$ cat src/inc/dssr_pkg.sv
// Constants and operation codes shared by the DSP shift, saturate and round unit.
package dssr_pkg;

	// ----------------------------------------------------------------
	// Widths
	// ----------------------------------------------------------------
	localparam int WORD_W     = 32;
	localparam int HALF_W     = 16;
	localparam int WORD_CNT_W = 5;
	localparam int HALF_CNT_W = 4;
	localparam int OP_W       = 3;

	// ----------------------------------------------------------------
	// Saturation limits and reset values
	// ----------------------------------------------------------------
	localparam logic [31:0] WORD_MAX_POS = 32'h7fff_ffff;
	localparam logic [31:0] WORD_MAX_NEG = 32'h8000_0000;
	localparam logic [31:0] RESULT_RST   = 32'h0000_0000;
	localparam logic        FLAG_RST     = 1'b0;

	// Position of the shift overflow flag inside the DSP control register.
	localparam int OUFLAG_SHIFT_BIT = 22;

	// ----------------------------------------------------------------
	// Operations
	// ----------------------------------------------------------------
	typedef enum logic [OP_W-1:0] {
		SHIFT_LEFT_VAR_SAT_WORD,
		SHIFT_RIGHT_ARITH_PAIR_HALF,
		SHIFT_RIGHT_ARITH_ROUND_PAIR_HALF,
		SHIFT_RIGHT_ARITH_VAR_PAIR_HALF,
		SHIFT_RIGHT_ARITH_VAR_ROUND_PAIR_HALF,
		SHIFT_RIGHT_ARITH_ROUND_WORD
	} dssr_op_t;

endpackage

$ cat src/rtl/dssr_half_shift.sv
// One 16-bit lane of the paired-halfword arithmetic right shifter.
`timescale 1ns/1ns

module dssr_half_shift (
	// Operand lane
	input  logic [15:0] i_value,
	input  logic [3:0]  i_count,
	input  logic        i_round,
	// Shifted lane
	output logic [15:0] o_result
);

	// ----------------------------------------------------------------
	// Lane arithmetic
	// ----------------------------------------------------------------
	// One guard bit keeps the rounding add from wrapping a positive
	// maximum into a negative value; the lane never sees its neighbour.
	logic [16:0] ext;
	logic [16:0] bias;
	logic [16:0] sum;
	logic [16:0] shifted;

	always_comb begin
		ext = {i_value[15], i_value};
		if (i_round && (i_count != 4'h0)) begin
			bias = 17'h0_0001 << (i_count - 4'h1);
		end else begin
			bias = 17'h0_0000;
		end
		sum      = ext + bias;
		shifted  = $signed(sum) >>> i_count;
		o_result = shifted[15:0];
	end

endmodule // dssr_half_shift

$ cat src/rtl/dssr_unit.sv
// Single-cycle DSP shift unit with saturation, rounding and overflow flag.
`timescale 1ns/1ns

module dssr_unit (
	// Clock, reset, enable
	input  logic        i_clk_sys,
	input  logic        i_reset,
	input  logic        i_clk_en,
	// Issue from the core
	input  logic        i_valid,
	input  logic [2:0]  i_op,
	input  logic        i_dsp_enabled,
	input  logic [31:0] i_shift_source_operand,
	input  logic [31:0] i_value_operand,
	input  logic [4:0]  i_shift_amount_immediate,
	// Core write to the shift overflow flag
	input  logic        i_flag_load,
	input  logic        i_flag_value,
	// Result to write back
	output logic        o_valid,
	output logic [31:0] o_result,
	// Exceptions
	output logic        o_excp_reserved,
	output logic        o_excp_dsp_disabled,
	// Overflow flag, bit 22 of the DSP control register
	output logic        o_ovf_event,
	output logic        o_ovf_flag
);

	// ----------------------------------------------------------------
	// Decode
	// ----------------------------------------------------------------
	dssr_pkg::dssr_op_t op;
	logic               legal;
	logic               is_sat;
	logic               is_pair;
	logic               pair_round;
	logic               pair_var;
	logic               is_word_rnd;

	always_comb begin
		op          = dssr_pkg::dssr_op_t'(i_op);
		legal       = 1'b1;
		is_sat      = 1'b0;
		is_pair     = 1'b0;
		pair_round  = 1'b0;
		pair_var    = 1'b0;
		is_word_rnd = 1'b0;
		case (op)
			dssr_pkg::SHIFT_LEFT_VAR_SAT_WORD: begin
				is_sat = 1'b1;
			end
			dssr_pkg::SHIFT_RIGHT_ARITH_PAIR_HALF: begin
				is_pair = 1'b1;
			end
			dssr_pkg::SHIFT_RIGHT_ARITH_ROUND_PAIR_HALF: begin
				is_pair    = 1'b1;
				pair_round = 1'b1;
			end
			dssr_pkg::SHIFT_RIGHT_ARITH_VAR_PAIR_HALF: begin
				is_pair  = 1'b1;
				pair_var = 1'b1;
			end
			dssr_pkg::SHIFT_RIGHT_ARITH_VAR_ROUND_PAIR_HALF: begin
				is_pair    = 1'b1;
				pair_round = 1'b1;
				pair_var   = 1'b1;
			end
			dssr_pkg::SHIFT_RIGHT_ARITH_ROUND_WORD: begin
				is_word_rnd = 1'b1;
			end
			default: begin
				legal = 1'b0;
			end
		endcase
	end

	// Exceptions come only from decode and enable, never from operand
	// values; an unknown code outranks the disable check.
	logic issue;
	logic raise_reserved;
	logic raise_disabled;
	logic execute;

	assign issue          = i_clk_en && i_valid;
	assign raise_reserved = issue && !legal;
	assign raise_disabled = issue && legal && !i_dsp_enabled;
	assign execute        = issue && legal && i_dsp_enabled;

	// ----------------------------------------------------------------
	// Saturating variable left shift of a word
	// ----------------------------------------------------------------
	logic [4:0]  sat_cnt;
	logic [31:0] sat_shl;
	logic [31:0] sat_back;
	logic        sat_ovf;
	logic [31:0] sat_res;

	always_comb begin
		sat_cnt  = i_shift_source_operand[4:0];
		sat_shl  = i_value_operand << sat_cnt;
		// Shifting back arithmetically restores the operand only when
		// every bit lost matched the sign.
		sat_back = $signed(sat_shl) >>> sat_cnt;
		sat_ovf  = (sat_cnt != 5'h00) && (sat_back != i_value_operand);
		if (!sat_ovf) begin
			sat_res = sat_shl;
		end else if (i_value_operand[31]) begin
			sat_res = dssr_pkg::WORD_MAX_NEG;
		end else begin
			sat_res = dssr_pkg::WORD_MAX_POS;
		end
	end

	// ----------------------------------------------------------------
	// Paired halfword arithmetic right shifts
	// ----------------------------------------------------------------
	logic [3:0]  pair_cnt;
	logic [15:0] hi_res;
	logic [15:0] lo_res;

	always_comb begin
		if (pair_var) begin
			pair_cnt = i_shift_source_operand[3:0];
		end else begin
			pair_cnt = i_shift_amount_immediate[3:0];
		end
	end

	dssr_half_shift u_hi (
		.i_value  (i_value_operand[31:16]),
		.i_count  (pair_cnt),
		.i_round  (pair_round),
		.o_result (hi_res)
	);

	dssr_half_shift u_lo (
		.i_value  (i_value_operand[15:0]),
		.i_count  (pair_cnt),
		.i_round  (pair_round),
		.o_result (lo_res)
	);

	// ----------------------------------------------------------------
	// Rounded arithmetic right shift of a word
	// ----------------------------------------------------------------
	logic [4:0]  wrd_cnt;
	logic [32:0] wrd_bias;
	logic [32:0] wrd_sum;
	logic [32:0] wrd_shr;

	always_comb begin
		wrd_cnt = i_shift_amount_immediate;
		if (wrd_cnt != 5'h00) begin
			wrd_bias = 33'h0_0000_0001 << (wrd_cnt - 5'h01);
		end else begin
			wrd_bias = 33'h0_0000_0000;
		end
		wrd_sum = {i_value_operand[31], i_value_operand} + wrd_bias;
		wrd_shr = $signed(wrd_sum) >>> wrd_cnt;
	end

	// ----------------------------------------------------------------
	// Result select and registers
	// ----------------------------------------------------------------
	logic [31:0] result_nxt;

	always_comb begin
		if (is_sat) begin
			result_nxt = sat_res;
		end else if (is_pair) begin
			result_nxt = {hi_res, lo_res};
		end else if (is_word_rnd) begin
			result_nxt = wrd_shr[31:0];
		end else begin
			result_nxt = o_result;
		end
	end

	always_ff @(posedge i_clk_sys) begin
		if (i_reset) begin
			o_result <= dssr_pkg::RESULT_RST;
		end else if (execute) begin
			o_result <= result_nxt;
		end
	end

	always_ff @(posedge i_clk_sys) begin
		if (i_reset) begin
			o_valid             <= 1'b0;
			o_excp_reserved     <= 1'b0;
			o_excp_dsp_disabled <= 1'b0;
			o_ovf_event         <= 1'b0;
		end else if (i_clk_en) begin
			o_valid             <= execute;
			o_excp_reserved     <= raise_reserved;
			o_excp_dsp_disabled <= raise_disabled;
			o_ovf_event         <= execute && is_sat && sat_ovf;
		end
	end

	// The flag is sticky: an overflow in the same cycle as a core write
	// wins, so a clearing write cannot hide a fresh overflow.
	always_ff @(posedge i_clk_sys) begin
		if (i_reset) begin
			o_ovf_flag <= dssr_pkg::FLAG_RST;
		end else if (execute && is_sat && sat_ovf) begin
			o_ovf_flag <= 1'b1;
		end else if (i_clk_en && i_flag_load) begin
			o_ovf_flag <= i_flag_value;
		end
	end
endmodule // dssr_unit

$ cat config.mk
export PLATFORM = sky130hd
export DESIGN_NAME = dssr_unit
export DESIGN_NICKNAME = d
export VERILOG_FILES = /design/src/inc/dssr_pkg.sv /design/src/rtl/dssr_half_shift.sv /design/src/rtl/dssr_unit.sv
export SDC_FILE = /design/constraint.sdc
export NUM_CORES = 1
export LEC_CHECK = 0
export ABC_AREA = 1
export BUFFER_PORTS_ARGS = -buffer_cell sky130_fd_sc_hd__buf_2
export CAP_MARGIN = 25
export CORE_UTILIZATION = 45
export DETAILED_ROUTE_END_ITERATION = 7
export PLACE_DENSITY = 0.69
export SYNTH_ARGS = -nofsm -noshare
export SYNTH_HDL_FRONTEND = slang
export SYNTH_SLANG_ARGS = --single-unit
$ cat constraint.sdc
create_clock -name i_clk_sys -period 17.45 [get_ports i_clk_sys]
set_clock_uncertainty 0.15 [all_clocks]
set_input_delay 3.49 -clock i_clk_sys [delete_from_list [all_inputs] [get_ports i_clk_sys]]
set_output_delay 3.49 -clock i_clk_sys [all_outputs]
set_load 0.03 [all_outputs]
==> out/results.tsv <==
stage	metric	value	unit
outcome	status	finished, violations left	
outcome	violations	design-rule violations	
power	powerDensity	44.9	nW/um^2
finish	drive_gt1_share	7.08	%
sta	maxSlewHeadroom	38.7	%
floorplan	rows	61	
power	clockPowerShare	15.1	%
logic_synthesis	synthCells	2481	
logic_synthesis	synth-xor-area-share	3.36	%
worst_setup_path	cp.depth	33	
logic_synthesis	ys_seq_area_share	5.80	%
floorplan	die_h	171	microns
detailed_routing	dr.pass1.iters	8	
finish	multi_input_area	10700	sq um
sta	hold_viol	0	
sta	finalMaxSlewViolations	0	
global_routing	grt_pass1_wl	82700	microns
detailed_routing	wl_per_cell	19.0	microns
logic_synthesis	synthSimpleGateAreaFrac	58.6	%
logic_synthesis	muxShareOfSynthArea	0.392	%
worst_setup_path	crit_family	compound AO/OA/AOI/OAI gates	
power	seqPwrFrac	15.0	%
clock_network	ctsResizeCount	0	
floorplan	core	27900	sq um
global_routing	track_usage	36.2	%
worst_hold_path	min_path_type	flip-flop to flip-flop	
worst_setup_path	crit_arrival	10.16	ns
logic_synthesis	yosys_warnings	0	
place	place_ws	7.34	ns
floorplan	fp.dieW	171	microns
floorplan	ioPinCount	116	
finish	final_cell_mix	758 x nand2_1, 699 x nand3_1, 152 x inv_1, 127 x nor2_1, 113 x a21oi_1	
detailed_routing	viasPerCell	6.11	
worst_setup_path	critical_path_required	17.51	ns
finish	num_antenna_cells	0	
detailed_routing	drc	14	
worst_setup_path	crit_path_start_kind	input port	
detailed_routing	routed_wl	53800	microns
logic_synthesis	synth.distinct_cells	50	
logic_synthesis	synth-main-ff-cell	dfxtp_1	
worst_setup_path	worst-setup-path-type	input port to flip-flop	
clock_network	clk_latency	0.27	ns
place	portBuffers	88	
finish	seq_area	741	sq um
power	p_leak	6.92	nW
place	dp_hpwl	42000	microns
worst_setup_path	critPathCaptureType	flip-flop	
finish	layout.nets	2601	
sta	finalWorstSetupSlack	7.35	ns
power	switchingPower	0.000332	W
worst_setup_path	cp.buffers_inverters	6	
clock_network	clock-sinks	37	
detailed_routing	ant_nets	0	
logic_synthesis	syn_avg_cell_area	5.15	sq um
worst_setup_path	critPathMaxFanout	33	
clock_network	cts_made_buffers	5	
power	vdd_drop_max	0.0377	mV
clock_network	post-cts-setup-buffer-count	0	
global_routing	grt.overflow.total	0	
logic_synthesis	synth_compound_area_share	14.8	%
clock_network	cts_tree	built	
clock_network	hold_buffers	0	
worst_hold_path	hold_depth	2	
sta	period_minus_slack	10.10	ns
worst_setup_path	r2r_cells	2	
floorplan	dieArea	29100	sq um
logic_synthesis	synth_edf_count	0	
finish	synthToLayoutAreaGrowth	4.53	%
clock_network	cts_buffer_depth	2	
power	p_int	0.000267	W
sta	holdWs	0.312	ns
clock_network	cts-root-buf	clkbuf_16	
finish	fill_cells	3162	
worst_setup_path	slowest_delay	0.67	ns
sta	tightest_slew	0.919	ns
logic_synthesis	syn_area	12800	sq um
logic_synthesis	yosys.area_share.adder	6.74	%
detailed_routing	drtIter0Drc	2422	
finish	layout_commonest_cell	nand2_1	
power	netSwitchingFraction	55.4	%
logic_synthesis	synth_top_family_by_area	simple AND/OR/NAND/NOR gates	
detailed_routing	vias	17300	
clock_network	htreeDepth	2	
global_routing	grt_pass1_vias	15600	
worst_setup_path	slowest_stage	o21ai_1	
run	maxCapViolCount	0	
sta	period_share	57.9	%
logic_synthesis	async_flop_share	0	%
power	p_total	0.000599	W
global_routing	grt_max_degree	64	
sta	fmax	99.0	MHz
sta	setup_tns	0	ns
sta	grt_setup_unrepaired	no	
global_routing	grt_antenna_before_repair	0	
logic_synthesis	synth-seq-cells	37	
clock_network	path_clk_slew	0.05	ns
floorplan	start_util	45.9	%
sta	setup_viol	0	
power	comb_power_share	69.9	%
place	place.gp.congestion	0.999	
worst_setup_path	path_common_cell	nand2_1	
==> power groups by stage <==
stage / combinational [W] / clock (W) / sequential (W)
2_1_floorplan: 0.000289 / 0 / 0.0000989
3_5_place_dp: 0.000404 / 0 / 0.0000918
3_3_place_gp: 0.000400 / 0 / 0.0000916
6_report: 0.000419 / 0.0000902 / 0.0000900
5_1_grt: 0.000459 / 0.0000947 / 0.0000903
4_1_cts: 0.000406 / 0.0000909 / 0.0000900
==> per-layer routing <==
metal  GRT usage [%]  part of all wire, %  up-vias
met2            61.2                   45      984
met5               0                    0        -
li1                -                    -     8391
met4            16.3                  5.2        0
met3            5.55                   10      195
met1            45.3                   39     7753
==> layout make-up <==
class	instances	share of cell area, %
well taps	378	3.54
flip-flops and latches	37	5.54
clock inverters	2	0.103
repair buffers	111	4.65
clock buffers	6	1.04
inverters	165	4.67
multi-input cells	2135	80.5
==> registers in the layout, summed over array words and instances, names as in the netlist <==
register and cells:
o_result 32, o_excp_dsp_disabled 1, o_excp_reserved 1, o_ovf_event 1
o_ovf_flag 1, o_valid 1
==> stage by stage <==
step | instances | instance area (sq um) | utilization [%]
3_5_place_dp | 2825 | 13200 | 47.4
6_report | 2834 | 13400 | 48.0
3_3_place_gp | 2825 | 13200 | 47.4
2_1_floorplan | 2483 | 12800 | -
5_1_grt | 2834 | 13400 | 48.0
4_1_cts | 2833 | 13300 | 47.9
==> Yosys cell counts, types with 23 or more instances <==
master,n,area (sq um)
a21oi_1,113,566
buf_1,23,86.3
buf_2,33,165
clkbuf_1,70,263
dfxtp_1,37,741
ha_1,64,801
inv_1,152,571
nand2_1,758,2850
nand3_1,699,3500
nor2_1,127,477
o21ai_0,108,541
xor2_1,30,263
==> final timing paths <==
path / slack [ns] / to / from
min: 0.31 / o_excp_dsp_disabled / o_excp_dsp_disabled
max reg2reg: 16.60 / o_result[0] / o_result[0]
max: 7.35 / o_result[17] / i_op[1]
min reg2reg: 0.31 / o_excp_dsp_disabled / o_excp_dsp_disabled
==> kinds of logic after synthesis <==
logic type      after synthesis
compound gates              331
xor+xnor                     49
fa+ha+maj                    67
buf+inv                     311
flops                        37
mux                           5
other cells                   1
simple gates               1680
==> worst reg2reg max path, delay by kind of cell (launching register included) <==
| family | cells | cell delay (ns) |
|---|---|---|
| flops | 1 | 0.31 |
| compound gates | 2 | 0.26 |
No activity file was read; power rests on OpenSTA's default activity.
